==> src/design/lopm_pkg.sv <==
package lopm_pkg;

  ////////////////////////////////////////////////////////////////////////
  // Clock and waveform timing
  localparam int CLK_HZ          = 40_000_000;
  localparam int PWM_STEPS       = 256;
  localparam int IND_PWM_HZ      = 97_000;
  localparam int GRP_DIM_HZ      = 190;
  localparam int GRP_BLINK_HZ    = 24;
  localparam int IND_PRESC_RAW   = CLK_HZ / (IND_PWM_HZ * PWM_STEPS);
  localparam int IND_PRESC       = (IND_PRESC_RAW < 1) ? 1 : IND_PRESC_RAW;
  localparam int GRP_DIM_PRESC   = CLK_HZ / (GRP_DIM_HZ * PWM_STEPS);
  localparam int GRP_BLINK_PRESC = CLK_HZ / (GRP_BLINK_HZ * PWM_STEPS);
  localparam int PRESC_W         = 24;

  ////////////////////////////////////////////////////////////////////////
  // Register offsets
  localparam logic [7:0] ADDR_OUTCFG     = 8'h01;
  localparam logic [7:0] ADDR_CH_BASE    = 8'h02;
  localparam logic [7:0] ADDR_GRP_DUTY   = 8'h12;
  localparam logic [7:0] ADDR_GRP_PERIOD = 8'h13;
  localparam logic [7:0] ADDR_CODE_BASE  = 8'h14;
  localparam logic [7:0] ADDR_STATUS     = 8'h18;

  ////////////////////////////////////////////////////////////////////////
  // Field positions
  localparam int BIT_BLINK  = 5;
  localparam int BIT_INVERT = 4;
  localparam int BIT_STAGE  = 2;
  localparam int DIS_LSB    = 0;
  localparam int BIT_ST_OE  = 7;
  localparam int BIT_ST_GRP = 6;

  ////////////////////////////////////////////////////////////////////////
  // Reset values
  localparam logic [7:0] RST_CH_DUTY    = 8'h00;
  localparam logic [7:0] RST_GRP_DUTY   = 8'hFF;
  localparam logic [7:0] RST_GRP_PERIOD = 8'h00;
  localparam logic [1:0] RST_CODE       = 2'h0;
  localparam logic [7:0] RST_OUTCFG     = 8'h04;

  ////////////////////////////////////////////////////////////////////////
  // Codes
  localparam logic [1:0] CODE_OFF  = 2'h0;
  localparam logic [1:0] CODE_ON   = 2'h1;
  localparam logic [1:0] CODE_IND  = 2'h2;
  localparam logic [1:0] CODE_GRP  = 2'h3;
  localparam logic [1:0] DIS_LOW   = 2'h0;
  localparam logic [1:0] DIS_HIGH  = 2'h1;

  typedef struct packed {
    logic       group_blink;
    logic       output_polarity_invert;
    logic       output_stage_type;
    logic [1:0] disabled_output_state;
  } lopm_cfg_t;

  typedef struct packed {
    logic out;
    logic oe;
  } lopm_drv_t;

endpackage

==> src/design/lopm_pin_cell.sv <==
`timescale 1ns/10ps
`default_nettype none
module lopm_pin_cell
  import lopm_pkg::*;
(
  input  wire logic [7:0] channel_duty_value,
  input  wire logic [7:0] ind_count,
  input  wire logic [1:0] pin_output_state_code,
  input  wire logic       group_active,
  input  wire lopm_cfg_t  cfg,
  input  wire logic       output_enable_n,
  output var  lopm_drv_t  drv
);

  logic ind_active;
  logic src;
  logic act;

  always_comb begin
    ind_active = ind_count < channel_duty_value;
    case (pin_output_state_code)
      CODE_OFF: src = 1'b0;
      CODE_ON:  src = 1'b1;
      CODE_IND: src = ind_active;
      CODE_GRP: src = ind_active & group_active;
      default:  src = 1'b0;
    endcase
    act = src ^ cfg.output_polarity_invert;
    drv = '{out: 1'b0, oe: 1'b0};
    if (output_enable_n) begin
      case (cfg.disabled_output_state)
        DIS_LOW:  drv = '{out: 1'b0, oe: 1'b1};
        DIS_HIGH: drv = '{out: 1'b1, oe: cfg.output_stage_type};
        default:  drv = '{out: 1'b1, oe: 1'b0};
      endcase
    end else if (act) begin
      drv = '{out: 1'b0, oe: 1'b1};
    end else begin
      drv = '{out: 1'b1, oe: cfg.output_stage_type};
    end
  end

endmodule // lopm_pin_cell
`default_nettype wire

==> src/design/lopm_led_output_pwm_mixer.sv <==
// Notes on behaviour
// - Code 11, no invert, open drain: upper off, lower follows individual AND group PWM.
// - Code 11, no invert, totem pole: pin driven low or high by the combined PWM.
// - Code 11, invert, open drain: upper off, lower follows the inverted combined PWM.
// - Code 11, invert, totem pole: pin driven by the complement of the combined PWM.
// - With the active-low enable high, every pin follows the disabled output state field, and for state 01 also the output stage type.
// - Each channel has an 8-bit, 256-step brightness PWM at about 156 kHz (40 MHz / 256).
// - One shared group signal, dimming or blinking, is mixed into selected outputs.
// - Group dimming runs near 190 Hz with an 8-bit group duty.
// - Group blinking period spans 24 Hz to about 10.7 s in 256 steps, with its own duty.
// - Pin code 00 off, 01 on, 10 individual PWM, 11 individual with group.
// - Polarity invert acts only while the enable input is low.
`timescale 1ns/10ps
`default_nettype none
module lopm_led_output_pwm_mixer
  import lopm_pkg::*;
#(
  parameter int NUM_CH      = 16,
  parameter int BLINK_PRESC = GRP_BLINK_PRESC
) (
  input  wire logic              clk,
  input  wire logic              reset_n,
  input  wire logic [7:0]        reg_addr,
  input  wire logic [7:0]        reg_wdata,
  input  wire logic              reg_wr,
  input  wire logic              reg_rd,
  input  wire logic              output_enable_n,
  output logic [7:0]             reg_rdata,
  output logic [NUM_CH-1:0]      led_pin_out,
  output logic [NUM_CH-1:0]      led_pin_oe
);

  localparam int CODE_REGS = (NUM_CH + 3) / 4;

  ////////////////////////////////////////////////////////////////////////
  // Register file
  logic [7:0]  duty_q   [NUM_CH];
  logic [7:0]  duty_d   [NUM_CH];
  logic [1:0]  code_q   [NUM_CH];
  logic [1:0]  code_d   [NUM_CH];
  logic [7:0]  cfg_raw_q;
  logic [7:0]  cfg_raw_d;
  logic [7:0]  grp_duty_q;
  logic [7:0]  grp_duty_d;
  logic [7:0]  grp_period_q;
  logic [7:0]  grp_period_d;
  logic [7:0]  rdata_q;
  logic [7:0]  rdata_d;
  logic [7:0]  ch_off;
  logic [7:0]  code_off;
  lopm_cfg_t   cfg;
  logic        grp_active;

  assign cfg = '{group_blink:            cfg_raw_q[BIT_BLINK],
                 output_polarity_invert: cfg_raw_q[BIT_INVERT],
                 output_stage_type:      cfg_raw_q[BIT_STAGE],
                 disabled_output_state:  cfg_raw_q[DIS_LSB+1:DIS_LSB]};

  always_comb begin
    ch_off       = reg_addr - ADDR_CH_BASE;
    code_off     = reg_addr - ADDR_CODE_BASE;
    duty_d       = duty_q;
    code_d       = code_q;
    cfg_raw_d    = cfg_raw_q;
    grp_duty_d   = grp_duty_q;
    grp_period_d = grp_period_q;
    rdata_d      = 8'h00;
    if (reg_wr) begin
      if (reg_addr == ADDR_OUTCFG) begin
        cfg_raw_d = reg_wdata & 8'h37;
      end
      if (reg_addr == ADDR_GRP_DUTY) begin
        grp_duty_d = reg_wdata;
      end
      if (reg_addr == ADDR_GRP_PERIOD) begin
        grp_period_d = reg_wdata;
      end
      for (int i = 0; i < NUM_CH; i++) begin
        if (ch_off == 8'(i)) begin
          duty_d[i] = reg_wdata;
        end
        if (code_off == 8'(i / 4)) begin
          code_d[i] = reg_wdata[2*(i%4) +: 2];
        end
      end
    end
    if (reg_rd) begin
      if (reg_addr == ADDR_OUTCFG) begin
        rdata_d = cfg_raw_q;
      end
      if (reg_addr == ADDR_GRP_DUTY) begin
        rdata_d = grp_duty_q;
      end
      if (reg_addr == ADDR_GRP_PERIOD) begin
        rdata_d = grp_period_q;
      end
      if (reg_addr == ADDR_STATUS) begin
        rdata_d[BIT_ST_OE]  = output_enable_n;
        rdata_d[BIT_ST_GRP] = grp_active;
      end
      for (int i = 0; i < NUM_CH; i++) begin
        if (ch_off == 8'(i)) begin
          rdata_d = duty_q[i];
        end
      end
      for (int k = 0; k < CODE_REGS; k++) begin
        if (code_off == 8'(k)) begin
          for (int j = 0; j < 4; j++) begin
            if (4*k + j < NUM_CH) begin
              rdata_d[2*j +: 2] = code_q[4*k + j];
            end
          end
        end
      end
    end
  end

  always_ff @(posedge clk or negedge reset_n) begin
    if (!reset_n) begin
      for (int i = 0; i < NUM_CH; i++) begin
        duty_q[i] <= RST_CH_DUTY;
        code_q[i] <= RST_CODE;
      end
      cfg_raw_q    <= RST_OUTCFG;
      grp_duty_q   <= RST_GRP_DUTY;
      grp_period_q <= RST_GRP_PERIOD;
      rdata_q      <= 8'h00;
    end else begin
      duty_q       <= duty_d;
      code_q       <= code_d;
      cfg_raw_q    <= cfg_raw_d;
      grp_duty_q   <= grp_duty_d;
      grp_period_q <= grp_period_d;
      rdata_q      <= rdata_d;
    end
  end

  assign reg_rdata = rdata_q;

  ////////////////////////////////////////////////////////////////////////
  // Individual and group counters
  logic [PRESC_W-1:0] ind_pre_q;
  logic [PRESC_W-1:0] ind_pre_d;
  logic [7:0]         ind_cnt_q;
  logic [7:0]         ind_cnt_d;
  logic [PRESC_W-1:0] grp_pre_q;
  logic [PRESC_W-1:0] grp_pre_d;
  logic [7:0]         grp_step_q;
  logic [7:0]         grp_step_d;
  logic [7:0]         grp_cnt_q;
  logic [7:0]         grp_cnt_d;
  logic [PRESC_W-1:0] grp_limit;

  always_comb begin
    ind_pre_d  = ind_pre_q + 1'b1;
    ind_cnt_d  = ind_cnt_q;
    if (ind_pre_q == PRESC_W'(IND_PRESC - 1)) begin
      ind_pre_d = '0;
      ind_cnt_d = ind_cnt_q + 8'h01;
    end
    grp_limit  = cfg.group_blink ? PRESC_W'(BLINK_PRESC - 1) : PRESC_W'(GRP_DIM_PRESC - 1);
    grp_pre_d  = grp_pre_q + 1'b1;
    grp_step_d = grp_step_q;
    grp_cnt_d  = grp_cnt_q;
    if (grp_pre_q >= grp_limit) begin
      grp_pre_d = '0;
      if (!cfg.group_blink || grp_step_q >= grp_period_q) begin
        grp_step_d = 8'h00;
        grp_cnt_d  = grp_cnt_q + 8'h01;
      end else begin
        grp_step_d = grp_step_q + 8'h01;
      end
    end
    grp_active = grp_cnt_q < grp_duty_q;
  end

  always_ff @(posedge clk or negedge reset_n) begin
    if (!reset_n) begin
      ind_pre_q  <= '0;
      ind_cnt_q  <= 8'h00;
      grp_pre_q  <= '0;
      grp_step_q <= 8'h00;
      grp_cnt_q  <= 8'h00;
    end else begin
      ind_pre_q  <= ind_pre_d;
      ind_cnt_q  <= ind_cnt_d;
      grp_pre_q  <= grp_pre_d;
      grp_step_q <= grp_step_d;
      grp_cnt_q  <= grp_cnt_d;
    end
  end

  ////////////////////////////////////////////////////////////////////////
  // Output stage
  lopm_drv_t        drv [NUM_CH];
  logic [NUM_CH-1:0] pin_out_d;
  logic [NUM_CH-1:0] pin_oe_d;
  logic [NUM_CH-1:0] pin_out_q;
  logic [NUM_CH-1:0] pin_oe_q;

  for (genvar g = 0; g < NUM_CH; g++) begin : g_pin
    lopm_pin_cell u_cell (
      .channel_duty_value    (duty_q[g]),
      .ind_count             (ind_cnt_q),
      .pin_output_state_code (code_q[g]),
      .group_active          (grp_active),
      .cfg                   (cfg),
      .output_enable_n       (output_enable_n),
      .drv                   (drv[g])
    );
  end

  always_comb begin
    for (int i = 0; i < NUM_CH; i++) begin
      pin_out_d[i] = drv[i].out;
      pin_oe_d[i]  = drv[i].oe;
    end
  end

  always_ff @(posedge clk or negedge reset_n) begin
    if (!reset_n) begin
      pin_out_q <= '1;
      pin_oe_q  <= '0;
    end else begin
      pin_out_q <= pin_out_d;
      pin_oe_q  <= pin_oe_d;
    end
  end

  assign led_pin_out = pin_out_q;
  assign led_pin_oe  = pin_oe_q;

endmodule // lopm_led_output_pwm_mixer
`default_nettype wire

==> config.mk <==
export PLATFORM = sky130hd
export DESIGN_NAME = lopm_led_output_pwm_mixer
export DESIGN_NICKNAME = d
export VERILOG_FILES = /design/src/design/lopm_pkg.sv /design/src/design/lopm_pin_cell.sv /design/src/design/lopm_led_output_pwm_mixer.sv
export SDC_FILE = /design/constraint.sdc
export NUM_CORES = 1
export LEC_CHECK = 0
export BUFFER_PORTS_ARGS = -buffer_cell sky130_fd_sc_hd__clkbuf_2
export CORE_ASPECT_RATIO = 1.2
export CORE_MARGIN = 10
export CORE_UTILIZATION = 63
export DETAILED_ROUTE_END_ITERATION = 10
export HOLD_SLACK_MARGIN = 0.08
export PLACE_DENSITY = 0.81
export SLEW_MARGIN = 5
export SYNTH_ARGS = -nofsm -noshare
export SYNTH_HDL_FRONTEND = slang
export SYNTH_SLANG_ARGS = --single-unit
==> constraint.sdc <==
create_clock -name clk -period 2.7 [get_ports clk]
set_input_delay 0.27 -clock clk [delete_from_list [all_inputs] [get_ports clk]]
set_output_delay 0.27 -clock clk [all_outputs]
set_load 0.05 [all_outputs]
==> impl_metrics.env, run 1 <==
export IMPL_start_util_pct=63.54
export IMPL_reg2reg_slack_ps=130
export IMPL_clock_sinks=293
export IMPL_cts_tree="yes"
export IMPL_worstHoldPathCells=3
export IMPL_die_width_um=170.7
export IMPL_setup_viol=0
export IMPL_nets=2052
export IMPL_dominantRegCellSynth="dfrtp_1"
export IMPL_p_per_area_nw_per_um2=588.5
export IMPL_hold_viol_final=0
export IMPL_drc=0
export IMPL_reg2reg_depth=11
export IMPL_antenna_found_initial=1
export IMPL_syn_inst=1760
export IMPL_grt_pass1_wl_mm=85.97
export IMPL_path_cells="inv_1 > ha_1 > a21o_1 > a21o_1 > a21oi_1 > o31ai_2 > buf_12 > a211oi_2 > buf_4 > nor3_1 > nor3_1"
export IMPL_avgSynthCellArea_sq_um=9.749
export IMPL_num_vias=14850
export IMPL_place_gp_congestion=1.036
export IMPL_syn_to_final_growth_pct=14.81
export IMPL_drv_cap=0
export IMPL_synth_area_leaders="dfrtp_1 39%, ha_1 10%, mux2_2 7.1%"
export IMPL_clk_pin_slew_ps=60
export IMPL_crit_start="grp_duty_q[5]"
export IMPL_drt_vias_per_instance=6.587
export IMPL_skew_ps=25.44
export IMPL_grt_overflow=0
export IMPL_maxSlewHeadroom_pct=41.31
export IMPL_track_usage_pct=32.26
export IMPL_cts_made_buffers=30
export IMPL_drive_above_1_share_pct=21.48
export IMPL_grt_pass1_vias=15110
export IMPL_critPathRequiredTime_ps=3200
export IMPL_holdCritPathClass="input pin to flip-flop"
export IMPL_critPathArrivalTime_ps=3070
export IMPL_finalCriticalPeriod_ps=2574
export IMPL_drtIter0Drc=1609
export IMPL_n_fill_cell=1939
export IMPL_netlist_area_leader_share_pct=39.09
export IMPL_status="finished clean"
export IMPL_worstMarginPinSlew_ps=880.4
export IMPL_min_from="reg_rd"
export IMPL_h_tree_depth=1
export IMPL_postCtsSetupRepairBufs=0
export IMPL_synth_edf_count=0
export IMPL_worstSetupPathType="flip-flop to flip-flop"
export IMPL_slowest_delay_ps=560
export IMPL_clk_latency_ps=590
export IMPL_fin_crit_sh_pct=95.32
export IMPL_core_area_sq_um=27000
export IMPL_cp_start_kind="flip-flop"
export IMPL_cp_end_kind="flip-flop"
export IMPL_ys_seq_area_share_pct=42.92
export IMPL_rows=66
export IMPL_synth_top_area_cell="dfrtp_1"
export IMPL_clock_fmax_mhz=388.6
export IMPL_die_y_um=200.8
export IMPL_postRouteAntennaNets=0
export IMPL_dr_pass1_iters=8
export IMPL_r2r_end="led_pin_oe[3]"
export IMPL_cts_root_buf="clkbuf_16"
export IMPL_portBuffers=60
export IMPL_grt_start_max_net_pins=67
export IMPL_yosys_warnings=0
export IMPL_num_io_pins=61
export IMPL_dp_hpwl_mm=39.66
export IMPL_wirelength_mm=55.51
export IMPL_max_clock_path_buffers=3
export IMPL_crit_fanout=17
export IMPL_syn_cell_area_sq_um=17160
export IMPL_synth_cell_types=73
export IMPL_rsz0062_at_grt="no"
export IMPL_fin_tns_setup_ps=0
export IMPL_reg2reg_from="grp_duty_q[5]"
export IMPL_postLayoutCoreUtil_pct=72.95
export IMPL_synth_seq_cells=293
export IMPL_p_leak_uw=0.009288
export IMPL_setup_worst_path_end="led_pin_oe[3]"
export IMPL_ir_worst_vdd_v=0.0006582
export IMPL_avgRoutedWirePerCell_um=24.63
export IMPL_die_area_sq_um=34260
export IMPL_cp_slowest_cell="dfstp_2"
export IMPL_async_flop_share_pct=100.0
export IMPL_slew_violations=0
==> cell usage in the layout (no fill, tap or decap), types with 20 or more instances in the layout <==
cell type / count
dfrtp_1: 268
nand2_1: 166
ha_1: 142
inv_1: 140
o21ai_0: 123
mux2_2: 108
buf_4: 99
nor2_1: 87
nand3_1: 77
nor3_1: 59
clkbuf_2: 59
a21oi_1: 36
clkbuf_16: 30
a21o_1: 29
xnor2_1: 29
a211oi_1: 26
nand4_1: 25
dfstp_2: 25
nand2b_1: 24
mux2i_1: 22
nor2b_1: 20
or3_1: 20
xor2_1: 20
==> critical path, delay by kind of cell (launching register included) <==
kind / cells / cell delay [ps]
flops: 1 / 560
fa+ha+maj: 1 / 300
compound gates: 5 / 980
buf+inv: 3 / 420
simple gates: 2 / 240
==> cell type report <==
type | instances | area, sq um | share of cell area (%)
antenna | 1 | 2.502 | 0.01270
clock inverter | 19 | 222.7 | 1.131
sequential | 293 | 7363 | 37.38
tap | 340 | 425.4 | 2.160
inverter | 141 | 529.3 | 2.687
timing repair buffer | 171 | 1284 | 6.517
multi-input combinational | 1252 | 9035 | 45.87
clock buffer | 37 | 837.1 | 4.249
==> power by group <==
group | internal, uW | switching, uW | total (uW)
clock | 2590 | 1850 | 4440
combinational | 705 | 1400 | 2100
sequential | 4760 | 298 | 5050
total | 8050 | 3540 | 11600
==> repair_timing <==
action,4_1_cts,5_1_grt
endpoints found under the hold margin,59,0
gates resized for setup,2,14
hold buffers,1,0
endpoints found under the setup margin,8,23
==> synthesized netlist by cell type (36+ instances only) <==
| master | count |
|---|---|
| a211oi_1 | 39 |
| a21oi_1 | 36 |
| clkbuf_1 | 56 |
| nand3_1 | 77 |
| mux2_2 | 108 |
| ha_1 | 142 |
| nor3_1 | 60 |
| inv_1 | 140 |
| nor2_1 | 87 |
| o21ai_0 | 123 |
| nand2_1 | 166 |
| dfrtp_1 | 268 |
==> cell families (layout without fill, tap and decap cells) <==
group,count (synthesis),in the layout,synth area share [%]
AOI/OAI and AO/OA,363,363,14.11
xor gates and xnor gates,49,49,2.501
adders and majority gates,142,142,10.36
buffers and inverters,224,368,5.097
DFF,293,293,42.92
muxes,133,133,8.765
other,1,11,0.02186
and+or+nand+nor,555,555,16.23
==> stage by stage <==
stage / hold WS [ps] / instance area [sq um] / worst slack, ps / total power, uW / instances
floorplan: -25.59 / 17190 / 47.28 / 6282 / 1769
global placement: 271.7 / 18550 / 13.77 / 7041 / 2196
detailed placement: 278.5 / 18550 / -67.23 / 7122 / 2196
CTS: 113.6 / 19630 / -24.46 / 11530 / 2253
global route: 146.5 / 19700 / 4.248 / 11990 / 2253
finish: 148.0 / 19700 / 126.4 / 11590 / 2254
==> worst min-delay path by stage <==
stage	endpoint	slack [ps]
2_1_floorplan	cfg_raw_q[0]	-30
3_3_place_gp	duty_q[37]	270
3_5_place_dp	duty_q[40]	280
4_1_cts	reg_rdata[4]	110
5_1_grt	reg_rdata[4]	150
6_report	reg_rdata[4]	150
==> state kept, by name, summed over array words and instances (netlist names) <==
name and cells:
reg_rdata 8, led_pin_oe 16, grp_pre_q 24, grp_duty_q 8
ind_cnt_q 8, grp_period_q 8, cfg_raw_q 5, ind_pre_q 24
grp_cnt_q 8, led_pin_out 16, code_q 32, grp_step_q 8
duty_q 128
==> routing by layer <==
layer	GRT usage [%]	up-vias	part of all wire, %
met5	0	-	0
met4	24.07	0	8.5
met2	51.30	769	47
met3	5.587	249	8.1
li1	-	6533	-
met1	38.30	7297	37
(Power assumes the default switching activity.)
==> run 2: changes to the inputs <==
- CORE_MARGIN: 10 -> 2
==> run 2 against run 1 <==
Against the previous run: register-to-register slack worse by 110 ps; combinational power grew 4%; routed wire length fell by 3.3%; maximum frequency down 4.0%; clock skew is 2.3 ps higher; worst hold slack improved by 2.4 ps; clock power rose by 1%; final area grew 0.27%; core utilization rose by 0.42 points; power grew 1.2%; sequential power barely moved; sequential cell count is the same; critical path type unchanged; largest cell class unchanged.
==> impl_metrics.env, run 2 (synthesis results as in run 1) <==
export IMPL_antenna_found_initial=3
export IMPL_cp_end_kind="flip-flop"
export IMPL_cp_slowest_cell="dfstp_2"
export IMPL_grt_overflow=0
export IMPL_fin_tns_setup_ps=0
export IMPL_clk_latency_ps=580
export IMPL_start_util_pct=63.73
export IMPL_worstHoldPathCells=3
export IMPL_maxSlewHeadroom_pct=16.49
export IMPL_worstMarginPinSlew_ps=1248
export IMPL_rows=66
export IMPL_max_clock_path_buffers=3
export IMPL_status="finished clean"
export IMPL_skew_ps=27.77
export IMPL_avgRoutedWirePerCell_um=23.89
export IMPL_p_leak_uw=0.009239
export IMPL_critPathRequiredTime_ps=3180
export IMPL_top_regs="duty_q x128, code_q x32"
export IMPL_rsz0062_at_grt="yes"
export IMPL_worst_hold_path_endpoint="reg_rdata[0]"
export IMPL_finalCriticalPeriod_ps=2682
export IMPL_num_vias=14680
export IMPL_dr_pass1_iters=8
export IMPL_grt_pass1_vias=15000
export IMPL_final_cell_count_no_fill=2246
export IMPL_clk_pin_slew_ps=60
export IMPL_cts_made_buffers=30
export IMPL_drt_vias_per_instance=6.535
export IMPL_final_common_cell="dfrtp_1"
export IMPL_r2r_end="led_pin_oe[12]"
export IMPL_reg2reg_from="grp_duty_q[5]"
export IMPL_place_gp_congestion=1.068
export IMPL_clock_sinks=293
export IMPL_die_y_um=184.8
export IMPL_min_from="reg_rd"
export IMPL_setup_viol=0
export IMPL_dp_hpwl_mm=37.58
export IMPL_clock_fmax_mhz=372.9
export IMPL_grt_pass1_wl_mm=82.81
export IMPL_n_fill_cell=1891
export IMPL_reg2reg_depth=10
export IMPL_cts_tree="yes"
export IMPL_track_usage_pct=37.66
export IMPL_die_width_um=154.7
export IMPL_syn_to_final_growth_pct=15.12
export IMPL_portBuffers=60
export IMPL_path_cells="inv_1 > ha_1 > a21o_1 > a21o_1 > a21oi_2 > o31ai_2 > clkbuf_16 > a211oi_4 > nor3_1 > nor3_1"
export IMPL_reg2reg_slack_ps=20
export IMPL_h_tree_depth=1
export IMPL_fin_ws_ps=18.24
export IMPL_drc=0
export IMPL_crit_fanout=16
export IMPL_postLayoutCoreUtil_pct=73.37
export IMPL_crit_start="grp_duty_q[5]"
export IMPL_p_per_area_nw_per_um2=594.0
export IMPL_slew_violations=0
export IMPL_wirelength_mm=53.66
export IMPL_cp_start_kind="flip-flop"
export IMPL_drv_cap=0
export IMPL_drtIter0Drc=1386
export IMPL_largest_register_ffs=128
export IMPL_core_area_sq_um=26920
export IMPL_holdCritPathClass="input pin to flip-flop"
export IMPL_layout_common_cells="268 x dfrtp_1, 166 x nand2_1, 142 x ha_1"
export IMPL_cts_root_buf="clkbuf_16"
export IMPL_worstSetupPathType="flip-flop to flip-flop"
export IMPL_die_area_sq_um=28580
export IMPL_place_ws_ps=-96.90
export IMPL_num_io_pins=61
export IMPL_grt_start_max_net_pins=79
export IMPL_postRouteAntennaNets=0
export IMPL_critPathArrivalTime_ps=3160
export IMPL_drive_above_1_share_pct=21.18
export IMPL_fin_crit_sh_pct=99.32
export IMPL_dp_cells=2185
export IMPL_hold_viol_final=0
export IMPL_slowest_delay_ps=550
export IMPL_ir_worst_vdd_v=0.0006077
export IMPL_nets=2042
export IMPL_top_register="duty_q"
run 2: cell types whose count changed in the layout (fill, tap and decap cells not counted), moves of 2 or more:
cell	before	now
a211oi_1	26	23
a211oi_2	13	4
a211oi_4	1	13
buf_4	99	89
clkbuf_8	6	4
clkinv_2	8	6
clkinvlp_4	5	7
diode_2	1	3
run 2: worst max path at each step:
| stage | end | slack (ps) | depth (start not counted) |
|---|---|---|---|
| after floorplan | reg_rdata[7] | 50 | 14 |
| after global routing | led_pin_oe[12] | -40 | 10 |
| final | led_pin_oe[12] | 20 | 10 |
| after detailed placement | led_pin_oe[0] | -100 | 10 |
| after CTS | led_pin_oe[9] | -100 | 10 |
| after global placement | led_pin_oe[15] | 90 | 10 |
run 2: power breakdown:
| group | internal (uW) | leakage [uW] | total (uW) | switching, uW |
|---|---|---|---|---|
| clock network | 2640 | 0.000511 | 4500 | 1860 |
| registers | 4760 | 0.00353 | 5060 | 300 |
| logic | 721 | 0.00519 | 2180 | 1460 |
run 2: metrics by stage:
stage	instance area, sq um	hold WS (ps)	total power, uW
CTS	19550	134.3	11480
global placement	18450	264.1	6912
floorplan	17190	-25.59	6282
global route	19750	167.4	12160
detailed placement	18450	270.5	7003
finish	19750	150.4	11730
run 2: routing by layer:
| layer | vias up | wire length [um] | GRT usage [%] |
|---|---|---|---|
| li1 | 6499 | - | - |
| met1 | 7200 | 19950 | 44.63 |
| met2 | 730 | 25570 | 61.86 |
| met3 | 248 | 3806 | 5.873 |
| met4 | 0 | 4336 | 29.04 |
| met5 | - | 0 | 0 |
run 2: final cells by class:
class	instances	area, sq um	share of cell area [%]
repair buffers	161	1214	6.144
clock inverters	21	266.5	1.349
well taps	340	425.4	2.154
clock buffers	35	809.5	4.098
flip-flops and latches	293	7363	37.28
inverters	141	529.3	2.679
multi-input cells	1252	9138	46.26
diodes	3	7.507	0.03801
run 2: timing repair:
action                                 CTS  global route
setup buffers                            0             1
setup endpoints to repair               24            32
gates cloned                             0             0
endpoints found under the hold margin   61             0
hold buffers                             1             0
resized for setup                        2            31
pin swaps                                0             3
run 2: worst max-delay path, delay by kind of cell (launching register included):
family	cells	cell delay, ps
and+or+nand+nor	2	400
AOI/OAI and AO/OA	5	1010
buffers and inverters	2	290
adders and majority gates	1	310
DFF	1	550
